### src/pie_pkg.sv
// Constants for the peripheral interrupt enable and priority slice.
// Assumes a 32-bit classic Wishbone slave, word aligned registers.
// Operation
// RULE1 - Bits 7 to 3 of the timer enable register read zero and ignore writes.
// RULE2 - Enable bit 2 lets the timer-6 match event raise an interrupt, else it is suppressed.
// RULE3 - Enable bit 1 lets the timer-5 overflow event raise an interrupt, else it is blocked.
// RULE4 - Enable bit 0 lets the timer-4 match event raise an interrupt, else it is masked.
// RULE5 - The three enable bits are read/write and clear to zero at reset.
// RULE6 - Bit 0 of priority register B puts capture/compare-2 at high level when one, low when zero.
// RULE7 - Implemented priority bits of registers A and B are read/write, reset to one; A bit 7 reads zero.
// RULE8 - A timer priority register holds timer-6, timer-5, timer-4 priority in bits 2..0, reset zero.
// RULE9 - A flagged and enabled source drives the high request when its priority bit is one, else low.
package pie_pkg;
  localparam logic [7:0] PIE_OFS_ENABLE   = 8'h00;
  localparam logic [7:0] PIE_OFS_PRIO_A   = 8'h04;
  localparam logic [7:0] PIE_OFS_PRIO_B   = 8'h08;
  localparam logic [7:0] PIE_OFS_PRIO_TMR = 8'h0C;
  localparam logic [7:0] PIE_OFS_STATUS   = 8'h10;
  localparam logic [7:0] PIE_OFS_MASK     = 8'h14;
  localparam logic [7:0] PIE_OFS_FLAGS    = 8'h18;
  localparam logic [7:0] PIE_ENABLE_MASK  = 8'h07;
  localparam logic [7:0] PIE_ENABLE_RST   = 8'h00;
  localparam logic [7:0] PIE_PRIO_A_MASK  = 8'h7F;
  localparam logic [7:0] PIE_PRIO_A_RST   = 8'h7F;
  localparam logic [7:0] PIE_PRIO_B_MASK  = 8'hFF;
  localparam logic [7:0] PIE_PRIO_B_RST   = 8'hFF;
  localparam logic [7:0] PIE_PRIO_T_MASK  = 8'h07;
  localparam logic [7:0] PIE_PRIO_T_RST   = 8'h00;
  localparam int PIE_BIT_TIMER4_COUNT = 0;
  localparam int PIE_BIT_TIMER5_COUNT = 1;
  localparam int PIE_BIT_TIMER6_COUNT = 2;
  localparam int PIE_BIT_CCP2 = 0;
  localparam int PIE_NUM_SRC  = 3;
endpackage

### src/pie_route.sv
// Per-source gating and routing of timer requests to the two levels.
// Assumes flags are already synchronous to clk_i.
`timescale 1ns/100ps
`default_nettype none
module pie_route
  #(parameter int N = 3)
  (input  wire logic [N-1:0] flag_i,  // Source flags
   input  wire logic [N-1:0] en_i,    // Enables
   input  wire logic [N-1:0] prio_i,  // 1 = high level
   output logic      [N-1:0] hi_o,    // High level requests
   output logic      [N-1:0] lo_o);   // Low level requests
  // Refuse an empty source vector at elaboration
  if (N < 1) begin : g_bad_n
    $error("N must be positive");
  end
  genvar g;
  for (g = 0; g < N; g++) begin : g_src
    assign hi_o[g] = flag_i[g] & en_i[g] & prio_i[g];   // RULE9
    assign lo_o[g] = flag_i[g] & en_i[g] & ~prio_i[g];  // RULE9
  end
endmodule
`default_nettype wire

### src/pie_sync.sv
// Two-flop synchroniser for a vector of pin-side levels.
// Assumes inputs are asynchronous to clk_i.
`timescale 1ns/100ps
`default_nettype none
module pie_sync
  #(parameter int W = 4)
  (input  wire logic         clk_i,  // Clock
   input  wire logic         rst_i,  // Sync reset
   input  wire logic [W-1:0] d_i,    // Async levels
   output logic      [W-1:0] q_o);   // Synchronised
  typedef struct packed {
    logic [W-1:0] s1;
    logic [W-1:0] s2;
  } pie_sync_s;
  // Refuse an empty vector at elaboration
  if (W < 1) begin : g_bad_w
    $error("W must be positive");
  end
  pie_sync_s st_r;
  pie_sync_s st_nxt;
  always_comb begin
    st_nxt    = st_r;
    st_nxt.s1 = d_i;
    st_nxt.s2 = st_r.s1;
  end
  always_ff @(posedge clk_i) begin
    if (rst_i) begin
      st_r <= '0;
    end else begin
      st_r <= st_nxt;
    end
  end
  assign q_o = st_r.s2;
endmodule
`default_nettype wire

### src/pie_top.sv
// Enable and priority registers for timer interrupt sources, Wishbone slave.
// Assumes classic Wishbone master on clk_i; source flags may be asynchronous.
`timescale 1ns/100ps
`default_nettype none
module pie_top
  import pie_pkg::*;
  (input  wire logic        clk_i,        // 250 MHz clock
   input  wire logic        rst_i,        // Sync reset, high
   input  wire logic        wb_cyc_i,     // Cycle
   input  wire logic        wb_stb_i,     // Strobe
   input  wire logic        wb_we_i,      // Write enable
   input  wire logic [7:0]  wb_adr_i,     // Byte address
   input  wire logic [3:0]  wb_sel_i,     // Byte selects
   input  wire logic [31:0] wb_dat_i,     // Write data
   output logic      [31:0] wb_dat_o,     // Read data
   output logic             wb_ack_o,     // Acknowledge
   output logic             wb_err_o,     // Unmapped address
   input  wire logic        timer4_match_i,   // Timer-4 match flag
   input  wire logic        timer5_overflow_i, // Timer-5 overflow flag
   input  wire logic        timer6_match_i,   // Timer-6 match flag
   input  wire logic        capcomp2_i,       // Capture/compare-2 flag
   output logic             irq_high_o,   // High level request
   output logic             irq_low_o,    // Low level request
   output logic             irq_o);       // Sticky event interrupt
  typedef struct packed {
    logic [7:0]  enable;
    logic [7:0]  prio_a;
    logic [7:0]  prio_b;
    logic [7:0]  prio_t;
    logic [3:0]  status;
    logic [3:0]  mask;
    logic [3:0]  evt_prev;
    logic [31:0] rdata;
    logic        ack;
    logic        err;
    logic        hi;
    logic        lo;
  } pie_top_s;
  pie_top_s st_r;
  pie_top_s st_nxt;
  logic [3:0] flags_raw;
  logic [3:0] flags;
  logic [2:0] tmr_hi;
  logic [2:0] tmr_lo;
  logic       req;
  logic       wr;
  logic       rd;
  logic       hit;
  logic [3:0] events;
  logic [3:0] rise;
  assign flags_raw = {capcomp2_i, timer6_match_i, timer5_overflow_i, timer4_match_i};
  pie_sync #(.W(4)) u_sync (
    .clk_i (clk_i),
    .rst_i (rst_i),
    .d_i   (flags_raw),
    .q_o   (flags)
  );
  pie_route #(.N(PIE_NUM_SRC)) u_route (
    .flag_i (flags[2:0]),
    .en_i   (st_r.enable[2:0]),   // RULE2 RULE3 RULE4
    .prio_i (st_r.prio_t[2:0]),   // RULE8
    .hi_o   (tmr_hi),
    .lo_o   (tmr_lo)
  );
  assign req = wb_cyc_i & wb_stb_i & ~st_r.ack & ~st_r.err;
  // Write commits at the edge where the master samples ack
  assign wr  = wb_cyc_i & wb_stb_i & st_r.ack & wb_we_i & wb_sel_i[0];
  assign rd  = req & ~wb_we_i;
  always_comb begin
    unique case (wb_adr_i)
      PIE_OFS_ENABLE, PIE_OFS_PRIO_A, PIE_OFS_PRIO_B, PIE_OFS_PRIO_TMR,
      PIE_OFS_STATUS, PIE_OFS_MASK, PIE_OFS_FLAGS: hit = 1'b1;
      default: hit = 1'b0;
    endcase
  end
  // Gated per-source events for the sticky status
  assign events = {flags[3], flags[2:0] & st_r.enable[2:0]};
  assign rise   = events & ~st_r.evt_prev;
  always_comb begin
    st_nxt          = st_r;
    st_nxt.ack      = req & hit;
    st_nxt.err      = req & ~hit;
    st_nxt.evt_prev = events;
    st_nxt.status   = st_r.status | rise;
    if (wr && hit) begin
      unique case (wb_adr_i)
        PIE_OFS_ENABLE:   st_nxt.enable = wb_dat_i[7:0] & PIE_ENABLE_MASK;  // RULE1 RULE5
        PIE_OFS_PRIO_A:   st_nxt.prio_a = wb_dat_i[7:0] & PIE_PRIO_A_MASK;  // RULE7
        PIE_OFS_PRIO_B:   st_nxt.prio_b = wb_dat_i[7:0] & PIE_PRIO_B_MASK;  // RULE7
        PIE_OFS_PRIO_TMR: st_nxt.prio_t = wb_dat_i[7:0] & PIE_PRIO_T_MASK;  // RULE8
        PIE_OFS_MASK:     st_nxt.mask   = wb_dat_i[3:0];
        default:          st_nxt.mask   = st_r.mask;
      endcase
    end
    st_nxt.rdata = 32'h0000_0000;
    if (rd && hit) begin
      unique case (wb_adr_i)
        PIE_OFS_ENABLE:   st_nxt.rdata[7:0] = st_r.enable & PIE_ENABLE_MASK;  // RULE1
        PIE_OFS_PRIO_A:   st_nxt.rdata[7:0] = st_r.prio_a & PIE_PRIO_A_MASK;  // RULE7
        PIE_OFS_PRIO_B:   st_nxt.rdata[7:0] = st_r.prio_b;
        PIE_OFS_PRIO_TMR: st_nxt.rdata[7:0] = st_r.prio_t & PIE_PRIO_T_MASK;
        PIE_OFS_STATUS: begin
          st_nxt.rdata[3:0] = st_r.status;
          st_nxt.status     = rise;  // Read clears, new event wins
        end
        PIE_OFS_MASK:     st_nxt.rdata[3:0] = st_r.mask;
        default:          st_nxt.rdata[3:0] = flags;
      endcase
    end
    // Capture/compare-2 has no enable here; its flag is taken as gated
    st_nxt.hi = (|tmr_hi) | (flags[3] & st_r.prio_b[PIE_BIT_CCP2]);   // RULE6 RULE9
    st_nxt.lo = (|tmr_lo) | (flags[3] & ~st_r.prio_b[PIE_BIT_CCP2]);  // RULE6 RULE9
  end
  always_ff @(posedge clk_i) begin
    if (rst_i) begin
      st_r          <= '0;
      st_r.enable   <= PIE_ENABLE_RST;   // RULE5
      st_r.prio_a   <= PIE_PRIO_A_RST;   // RULE7
      st_r.prio_b   <= PIE_PRIO_B_RST;   // RULE7
      st_r.prio_t   <= PIE_PRIO_T_RST;   // RULE8
    end else begin
      st_r <= st_nxt;
    end
  end
  assign wb_dat_o   = st_r.rdata;
  assign wb_ack_o   = st_r.ack;
  assign wb_err_o   = st_r.err;
  assign irq_high_o = st_r.hi;
  assign irq_low_o  = st_r.lo;
  assign irq_o      = |(st_r.status & st_r.mask);
endmodule
`default_nettype wire

### config.mk
export PLATFORM = sky130hd
export DESIGN_NAME = pie_top
export DESIGN_NICKNAME = d
export VERILOG_FILES = /design/src/pie_pkg.sv /design/src/pie_route.sv /design/src/pie_sync.sv /design/src/pie_top.sv
export SDC_FILE = /design/constraint.sdc
export NUM_CORES = 1
export LEC_CHECK = 0
export BUFFER_PORTS_ARGS = -buffer_cell sky130_fd_sc_hd__buf_4
export CAP_MARGIN = 40
export CELL_PAD_IN_SITES_DETAIL_PLACEMENT = 0
export CELL_PAD_IN_SITES_GLOBAL_PLACEMENT = 2
export CORE_MARGIN = 1
export CORE_UTILIZATION = 25
export DETAILED_ROUTE_END_ITERATION = 16
export GPL_TIMING_DRIVEN = 0
export PLACE_DENSITY_LB_ADDON = 0.1
export SYNTH_ARGS = -nofsm -noshare
export SYNTH_HDL_FRONTEND = slang
export SYNTH_SLANG_ARGS = --single-unit
### constraint.sdc
create_clock -name clk_i -period 3.2 [get_ports clk_i]
set_input_delay 0.48 -clock clk_i [delete_from_list [all_inputs] [get_ports clk_i]]
set_output_delay 0.48 -clock clk_i [all_outputs]
set_load 0.05 [all_outputs]
## Word-level counts from Yosys, hierarchy flattened

Cells that the tools add are included.

| cells by class | value |
|---|---|
| $lt $le $gt $ge | 0 |
| mux-type cells | 5 |
| reductions and logical operators | 13 |
| equal/unequal tests | 6 |
| div/mod/pow operators | 0 |
| multiply operators | 0 |
| shift-type cells | 0 |
| add/subtract/negate cells | 0 |
| bitwise gates (word level) | 36 |

Operator list:

| kind | count |
|---|---|
| $eq A8 B5 Y1 const B | 3 |
| $pmux W4 S6 | 1 |
| $and A1 B1 Y1 | 20 |
| $eq A8 B4 Y1 const B | 2 |
| $reduce_and A2 Y1 | 5 |
| $not A1 Y1 | 9 |
| $and A4 B4 Y4 | 2 |
| $eq A8 B3 Y1 const B | 1 |
| $logic_not A8 Y1 | 1 |
| $mux W4 | 2 |
| $pmux W4 S2 | 1 |
| $reduce_or A7 Y1 | 1 |
| $reduce_or A3 Y1 | 2 |
| $not A4 Y4 | 1 |
| $or A4 B4 Y4 | 1 |
| $reduce_or A4 Y1 | 1 |
| $and A3 B3 Y3 | 1 |
| $logic_and A1 B1 Y1 | 2 |
| $or A1 B1 Y1 | 2 |
| $reduce_or A2 Y1 | 1 |
| $mux W1 | 1 |

| word-level totals | value |
|---|---|
| input port bits | 53 |
| latch bits | 0 |
| output and inout port bits | 37 |
| memory bits (writable) | 0 |
| memory bits (read-only) | 0 |
| memories kept | 0 |
| flip-flop bits (word level) | 77 |

## Depth between registers and ports, before layout

Gate-level depths: netlist of run 1.

| logic depth | value |
|---|---|
| word-level depth | 7 |
| depth in mapped cells | 6 |
| gate-level depth less buffers | 4 |

## Hierarchy

Synthesis of run 1 repeated with hierarchy kept, for this count alone.

| second synthesis, totals | value |
|---|---|
| cells, all modules | 267 |
| area total of the unflattened synthesis | 2487.4 µm² |

By module, submodules not included:

| module | sequential area each (µm²) | area each (µm²) | times used | cells each |
|---|---|---|---|---|
| pie_top | 900.9 | 2228.4 | 1 | 245 |
| pie_sync | 160.2 | 210.2 | 1 | 16 |
| pie_route | 0.0 | 48.8 | 1 | 6 |

## Worst setup path after synthesis of run 1

Ideal clock, no wire load.

| path | value |
|---|---|
| path type | in2reg |
| start point | input port wb_adr_i[5] |
| end point | register st_r[62] (netlist bit) |
| slack | 1085 ps |
| setup time | 120 ps |
| stages on the path | 6 |
| arrival | 1995 ps |
| path through | or4_4 > buf_6 > nor4_4 > buf_6 > nor2b_1 > a211o_1 |

| between the ends | value |
|---|---|
| word-level cells in the longest chain between the ends | 5 |
| elaborated cells between the ends (all ways) | 11 |

RTL lines:

| what | line | RTL |
|---|---|---|
| start: declaration | pie_top.sv:12 | `input wire logic [7:0] wb_adr_i,` |
| $eq A8 B4 Y1 (tied with other cells) | pie_top.sv:70 | `unique case (wb_adr_i)` |
| $reduce_or A7 Y1 | pie_top.sv:70 |  |
| $mux W1 | pie_top.sv:70 |  |
| $logic_and A1 B1 Y1 | pie_top.sv:85 | `if (wr && hit) begin` |
| $reduce_and A2 Y1 (no line) (*) | -- |  |
| end signal: assignment | pie_top.sv:122 | `st_r <= st_nxt;` |
| end: declaration | pie_top.sv:39 | `pie_top_s st_r;` |

Every way passes the cells marked *; elsewhere a longest branch is shown, timed or not.
A chain may end at the register's enable or synchronous reset.

## Worst setup path after layout of run 1

| path | value |
|---|---|
| start point | input port wb_adr_i[3] |
| end point | register st_r[74] (netlist bit) |

| between the ends | value |
|---|---|
| word-level cells in the longest chain between the ends | 5 |
| elaborated cells between the ends (all ways) | 11 |

RTL lines:

| what | line |
|---|---|
| $eq A8 B4 Y1 (tied with other cells) | pie_top.sv:70 |
| $reduce_or A7 Y1 | pie_top.sv:70 |
| $mux W1 | pie_top.sv:70 |
| $logic_and A1 B1 Y1 | pie_top.sv:85 |
| $reduce_and A2 Y1 (no line) (*) | -- |

Marks and branches as above.

==> results summary, run 1 <==
The simple-gate portion of the synthesized area came out at 23.6%. The y dimension of the die is slightly above 100 um. The synthesized area per cell came out at approximately 9.6 um2. The area of the multi-input gates is 1200 um2. The reported leakage power is 1.29 nW.

The arrival time at the worst endpoint is 2.36 ns. For hold timing, the worst endpoint is st_r[63]$_SDFFE_PP1P_. The distinct cell type count after synthesis came out at 43. STA classifies the critical path endpoint as a flip-flop. The share of synthesized area occupied by flip-flops and latches is 42.4%.

The cts-stage hold buffer count is 0. The combined flip-flop and latch cell area is 1060 um2. The register bit count reported by yosys came out at 53. Summed over all nets, the half-perimeter wirelength after detailed placement is roughly 4.7 mm. The via count normalized by instance count is roughly 4.2. By startpoint and endpoint, the worst setup path is classified as input port to flip-flop. The time the worst path needs with I/O delays and setup came out at 2.18 ns.

The number of vias after detailed routing came out at 1954. The total CTS buffers came out at 5. The count of antenna diodes in the layout is 0. The relative area change from synthesis to final layout came out at 25.8%. In this run the most critical hold path is launched from wb_dat_i[7]. In this run, post-CTS repair resized a total of 0 instances. The count of cells along the worst register-to-register path is 4. The clock arrives with 0.0165 ns of skew. The portion of the clock cycle consumed by the worst path in the final layout is 68.1%. The floorplan has 36 rows. The headroom to the max-slew limit came out at 53.9%. For this run, the post-layout net count is 382. The maximum clock frequency came out at 0.459 GHz. The total overflow reported by the global router came out at 0. The hold-critical path depth is 2. The count of flip-flops with a built-in enable after synthesis is 0. The average wire length per cell after detail routing is 13.7 um. The first global-routing pass estimated 9.89 mm of wire.

The routed design has 6.33 mm of wire. The cell sitting at the root of the clock tree is a sky130_fd_sc_hd__clkbuf_8. The maximum resistive drop on vdd is 140 uV.

The die covers 10400 um2. The number of antenna violations at the first check in global routing was 0. The number of nets still failing antenna checks after routing came out at 0. The number of iterations in the first detailed-routing pass is 4. The number of buffer cells added on primary ports is 37. The total of fill cells in the finished design came out at 1080. The max-slew violation count was 0. The post-CTS repair timing setup buffer count is 0. By area the synthesized netlist is led by sky130_fd_sc_hd__dfxtp_1, sky130_fd_sc_hd__buf_4, sky130_fd_sc_hd__nor2b_1. The cell count after synthesis came out at 262. The end of the worst register-to-register path is st_r[74]$_SDFFE_PP0P_. The clock-pin slew reported for the worst setup and hold paths after clock tree synthesis came out at roughly 0.1 ns. The final-report hold violation count came out at 0. The total global-route track usage came out at 12.9%. The transition at the pin with the smallest max-transition slack came out at around 0.69 ns. The number of maximum-capacitance constraint violations is 0. The remaining routing DRC violations came out at 0. The clock passes through at most 2 buffers. The initial detailed-routing violation count is 72.

The combinational family with the most area after synthesis is simple AND/OR/NAND/NOR gates. Setup violations remaining at the end of the flow were counted as 0. The initial core utilization is 25.7%. The synthesized-area fraction occupied by xor and xnor cells came out at 0%. Setup repair after global routing left no endpoint under its margin. The number of synthesis warnings is 0. The adder-cell area share of the yosys netlist is 0%. STA classifies the critical path startpoint as an input port. The total power per unit cell area is 424 nW/um2.

Across all hold checks on the routed design, the worst slack comes to 0.379 ns. TritonCTS built the clock tree. The number of I/O pins came out at 90. The later pin in the worst-skew pair is clocked with a latency of roughly 0.31 ns.

The number of global-route vias before repair was 1729. The run finished with clean final reports. The register-to-register setup slack came out at about 1.2 ns. The critical path data required time is 3.38 ns. Tracing the worst setup path back leads to its startpoint at wb_adr_i[3]. The number of sinks handled by clock tree synthesis came out at 53. The floorplan step defined a core boundary enclosing 9730 um2. In the final timing run, aggregate negative setup slack is 0 ns. The share of final-layout standard cells stronger than drive strength 1 came out at 27.3%. The H-tree was split into 2 levels.

The min-delay analysis places its worst path in the category input port to flip-flop. The maximum net fanout on the critical path is 10. The proportion of synthesized area in mux cells came out at 6.05%. The source of the worst register-to-register timing path is wb_ack_o$_SDFF_PP0_.

The summed instance area of the synthesized netlist is 2500 um2. sky130_fd_sc_hd__dfxtp_1 takes more of the synthesized area than any other cell. The pin count of the biggest net entering global routing came out at 16. The synthesized netlist devotes 14.6% of its cell area to compound gates. The congestion estimate from routability-driven global placement came to 0.752.

Measured on the finished design, the core utilization comes to 32.4%. From left edge to right edge, the die measures around 100 um. The synthesized design devotes to its leading area cell type between 40% and 50% of total area. The most used flip-flop cell after synthesis is sky130_fd_sc_hd__dfxtp_1. The fraction of synthesis flops using an asynchronous set or reset pin came out at 0%.
[cell families (layout without fill, tap and decap cells)]
| kind of cell | after synthesis | after routing |
|---|---|---|
| multiplexers | 15 | 15 |
| AND/OR/NAND/NOR | 94 | 94 |
| buffers and inverters | 51 | 96 |
| flip-flops | 53 | 53 |
| other | 1 | 24 |
| AO/OA/AOI/OAI | 48 | 48 |
[cell type report]
type                    instances  share of cell area [%]
flip-flops and latches         53                    33.7
multi-input cells             181                    38.0
clock buffers                   7                    2.74
plain buffers                  46                    9.89
well taps                     133                    5.28
repair buffers                 37                    8.82
clock inverters                 1                   0.953
inverters                       5                   0.596
[power breakdown]
part | total (mW) | switching, mW | internal (mW)
Combinational | 0.186 | 0.124 | 0.0626
Clock | 0.480 | 0.225 | 0.256
Sequential | 0.670 | 0.00404 | 0.666
Total | 1.34 | 0.352 | 0.984
[worst max path at each step]
stage	end	slack [ns]	cells past startpoint
6_report	st_r[74]$_SDFFE_PP0P_	1.02	6
5_1_grt	st_r[48]$_SDFFE_PP0P_	0.89	6
4_1_cts	st_r[74]$_SDFFE_PP0P_	1.02	6
3_5_place_dp	st_r[63]$_SDFFE_PP1P_	0.69	7
3_3_place_gp	st_r[63]$_SDFFE_PP1P_	0.70	7
2_1_floorplan	st_r[62]$_SDFFE_PP1P_	1.09	6
[critical path, cell delays in order]
cell and delay, ns:
sky130_fd_sc_hd__buf_4 0.11, sky130_fd_sc_hd__clkbuf_1 0.24, sky130_fd_sc_hd__or4b_2 0.68, sky130_fd_sc_hd__nor4_2 0.53, sky130_fd_sc_hd__mux2i_1 0.26, sky130_fd_sc_hd__nor2_1 0.05
[flip-flops by register name, summed over array words and instances, names as in the netlist]
signal / cells
irq_high_o: 1
irq_low_o: 1
st_r: 33
u_sync.q_o: 4
u_sync.st_nxt: 4
wb_ack_o: 1
wb_dat_o: 8
wb_err_o: 1
[Yosys cell counts (4+ instances only)]
master / number
sky130_fd_sc_hd__dfxtp_1: 53
sky130_fd_sc_hd__nor2b_1: 26
sky130_fd_sc_hd__nor3_1: 4
sky130_fd_sc_hd__buf_4: 33
sky130_fd_sc_hd__clkbuf_1: 10
sky130_fd_sc_hd__nand3_1: 6
sky130_fd_sc_hd__a22oi_1: 7
sky130_fd_sc_hd__a211o_1: 15
sky130_fd_sc_hd__nand2_1: 12
sky130_fd_sc_hd__a21o_1: 4
sky130_fd_sc_hd__mux2i_1: 14
sky130_fd_sc_hd__nand2b_1: 8
sky130_fd_sc_hd__inv_1: 5
sky130_fd_sc_hd__nor2_1: 18
[stage by stage]
stage	std cells	power (mW)	worst slack, ns	cell area [um2]
after floorplan	285	0.819	1.09	2590
after global placement	455	0.873	0.700	3030
after detailed placement	455	0.872	0.690	3030
after CTS	463	1.36	1.02	3150
after global routing	463	1.39	0.889	3150
final	463	1.34	1.02	3150
[layer usage]
layer / GRT usage, % / wire length [um] / vias up
met3: 2.26 / 284 / 4
met1: 18.9 / 3310 / 882
met2: 19.6 / 2680 / 66
met4: 2.97 / 52 / 0
li1: - / - / 1002
met5: 0 / 0 / -
[cell usage in the layout, fill, tap and decap left out, drive strengths merged, types with 2 or more instances in the layout]
cell	count
nand3	6
nor2	19
clkbuf	17
a2111oi	2
a31oi	3
nor2b	26
inv	5
or2	2
a211oi	2
buf	73
a211o	15
conb	24
nor3	4
o21ai	3
a22oi	7
a21oi	3
nand2	12
a22o	2
nand2b	8
dfxtp	53
a32oi	2
o22ai	3
a21o	4
mux2i	14
or4bb	2
nor4	7
Power figures use the tool's default switching activity.
==> run 2: changes to the inputs <==
==> constraint.sdc (replaced) <==
create_clock -name clk_i -period 2.15 [get_ports clk_i]
set_input_delay 0.3225 -clock clk_i [delete_from_list [all_inputs] [get_ports clk_i]]
set_output_delay 0.3225 -clock clk_i [all_outputs]
set_load 0.05 [all_outputs]
==> results summary, run 2 (same netlist as run 1, synthesis figures left out) <==
The run finished with clean final reports. The initial core utilization is between 20 and 30%. The arrival time at the worst endpoint came out at ~2.2 ns. The cell internal power dissipation is 1.46 mW. In this run the power density over the cells is ~630 nW/um2. In the layout the commonest cells are sky130_fd_sc_hd__buf_4, sky130_fd_sc_hd__dfxtp_1, sky130_fd_sc_hd__nor2b_1. The finished layout holds 463 standard cells, fillers aside. TritonCTS built the clock tree. Setup repair after global routing left no endpoint under its margin. The y dimension of the die came out at 102 um. Timing analysis after detailed placement gives a worst setup slack of -0.202 ns. In this run, flip-flops and latches consume 50.1% of the power. In this run the critical register-to-register path is launched from wb_ack_o$_SDFF_PP0_. The startpoint of the worst hold path is wb_dat_i[7]. In the global route stage, overall resource usage came out at 12.9%. The final route contains between 1500 and 2000 vias.

The H-tree was split into 2 levels. After layout, the design draws a total of 1.99 mW. The time the worst path needs with I/O delays and setup is 2.05 ns. The combinational group share of total power came out at 14.0%. The maximum buffer depth of the clock tree is 2.

Of the available clock period, the critical path in the final layout requires 95.3%. STA classifies the critical path startpoint as a flip-flop. The share of final-layout standard cells stronger than drive strength 1 came out at 27.3%. The number of placed instances with taps included is 455. For this run, the post-layout net count is 382. The half-perimeter wire length of the detailed placement result is about 4.7 mm. The number of maximum-capacitance constraint violations is 0. The max-slew violation count came to 0. The worst hold path terminates at st_r[63]$_SDFFE_PP1P_.

The wire length of the first global-routing pass is 9.89 mm. The weighted congestion reported at the end of routability-driven placement is 0.752. The smallest setup slack after layout is slightly above 0.1 ns. The category of the worst setup path capture point is a flip-flop. The kind of critical path is flip-flop to flip-flop. The reported leakage power came out at roughly 1.3 nW. The path class of the tightest hold or removal check is input port to flip-flop. The commonest non-fill, non-tap cell in the layout is sky130_fd_sc_hd__buf_4. The cts-stage hold buffer count came out at 0.

The number of buffer cells added on primary ports is 37. The headroom to the max-slew limit came out at approximately 53%. The pin count of the biggest net entering global routing is 16. The die is slightly above 100 um wide. The critical path data required time is 2.33 ns. The worst register-to-register path has a depth of 4.

The total overflow reported by the global router came out at 0. In this run the worst path has a maximum fanout of 7. The flip-flop count of the largest register, all copies and words added came out at 33.

The register-to-register setup slack is 0.10 ns. The clock share of power came out at 35.9%. The power dissipated by switching net loads came out at between 0.5 and 0.6 mW. The count of antenna diodes in the layout came out at 0. The endpoint identified for the worst register-to-register timing path is st_r[74]$_SDFFE_PP0P_. Once detail routing completed, the nets flagged for antenna violations numbered 0. After detailed routing, the number of remaining DRC violations is 0. The average wire length per cell after detail routing came out at 13.7 um.

st_r holds more flip-flops than any other register. For the worst-skew pair, the clock arrives at the later sink with an insertion delay of between 0.3 and 0.4 ns. The final wirelength is 6.36 mm.

The final count of negative-setup-slack endpoints came out at 0. The clock-pin slew reported for the worst setup and hold paths after clock tree synthesis came out at about 0.10 ns. The number of iterations in the first detailed-routing pass came out at 4.

The via count normalized by instance count came out at 4.20. The hold-critical path depth came out at 2. The worst-case IR drop observed on VDD is about 210 uV. The number of antenna violations at the first check in global routing came out at 0. The relative area change from synthesis to final layout came out at 26.2%. The core box area came out at 9730 um2.

The transition at the pin with the smallest max-transition slack is 0.697 ns. The worst setup skew after layout came out at 0.0149 ns. Net switching is 26.3% of the power.

The number of global-route vias before repair is 1729. The maximum clock frequency came out at 0.488 GHz. The floorplan step defined a die boundary enclosing 10400 um2. The tree is rooted in a sky130_fd_sc_hd__clkbuf_8.

The first element of the critical path is wb_ack_o$_SDFF_PP0_. In this run the core area contains 36 standard-cell rows. Hold timing on the final database bottoms out at a slack of 0.222 ns. The final-report hold violation count is 0.

For this block, the initial DRC count from the detailed router was 76. CTS saw 53 sinks. The total CTS buffers came out at 5. Setup total negative slack on the finished layout was measured at 0 ns.

The number of I/O pins is 90.
## run 2: changes by cell type in the layout (fill, tap and decap cells not counted)
cell / change
sky130_fd_sc_hd__nor4_4: +1
sky130_fd_sc_hd__nor4_2: -1
## run 2: power by group through the flow
stage               Combinational [mW]  Clock, mW  Sequential [mW]
global route                     0.299      0.773            0.999
global placement                 0.279          0             1.02
detailed placement               0.278          0             1.02
floorplan                        0.197          0             1.02
finish                           0.278      0.713            0.997
CTS                              0.279      0.741            0.997
## run 2: cell type report
cell class / count / area [um2]
Clock inverter: 1 / 30.0
Inverter: 5 / 18.8
Tap cell: 133 / 166
Buffer: 46 / 312
Multi-Input combinational cell: 181 / 1210
Sequential cell: 53 / 1060
Clock buffer: 7 / 86.3
Fill cell: 1080 / 6570
Timing Repair Buffer: 37 / 278
## run 2: timing repair
item,4_1_cts,5_1_grt
buffers inserted,0,0
endpoints found under the setup margin,0,1
gates resized for setup,0,1
## run 2: worst max path at each step
| stage | endpoint | slack (ns) | depth (start not counted) |
|---|---|---|---|
| 2_1_floorplan | st_r[68]$_SDFFE_PP1P_ | 0.07 | 5 |
| 3_3_place_gp | st_r[63]$_SDFFE_PP1P_ | -0.19 | 7 |
| 3_5_place_dp | st_r[63]$_SDFFE_PP1P_ | -0.20 | 7 |
| 4_1_cts | st_r[74]$_SDFFE_PP0P_ | 0.1 | 4 |
| 5_1_grt | st_r[70]$_SDFFE_PP1P_ | 0.007 | 5 |
| 6_report | st_r[74]$_SDFFE_PP0P_ | 0.10 | 4 |
## run 2: metrics by stage
| step | utilization [%] | area [um2] |
|---|---|---|
| 2_1_floorplan | - | 2590 |
| 3_3_place_gp | 31.2 | 3030 |
| 3_5_place_dp | 31.2 | 3030 |
| 4_1_cts | 32.4 | 3150 |
| 5_1_grt | 32.5 | 3160 |
| 6_report | 32.5 | 3160 |
## run 2: critical path, stage by stage, from the launching register on
cell and delay (ns):
sky130_fd_sc_hd__dfxtp_1 0.45, sky130_fd_sc_hd__or4b_2 0.62, sky130_fd_sc_hd__nor4_2 0.54, sky130_fd_sc_hd__mux2i_1 0.26, sky130_fd_sc_hd__nor2_1 0.05
## run 2: per-layer routing
metal / track usage, % / share of wire, % / vias up
met2: 19.6 / 42 / 55
met4: 2.97 / 0.82 / 0
met3: 2.26 / 3.9 / 4
li1: - / - / 1002
met1: 18.9 / 53 / 884
met5: 0 / 0 / -
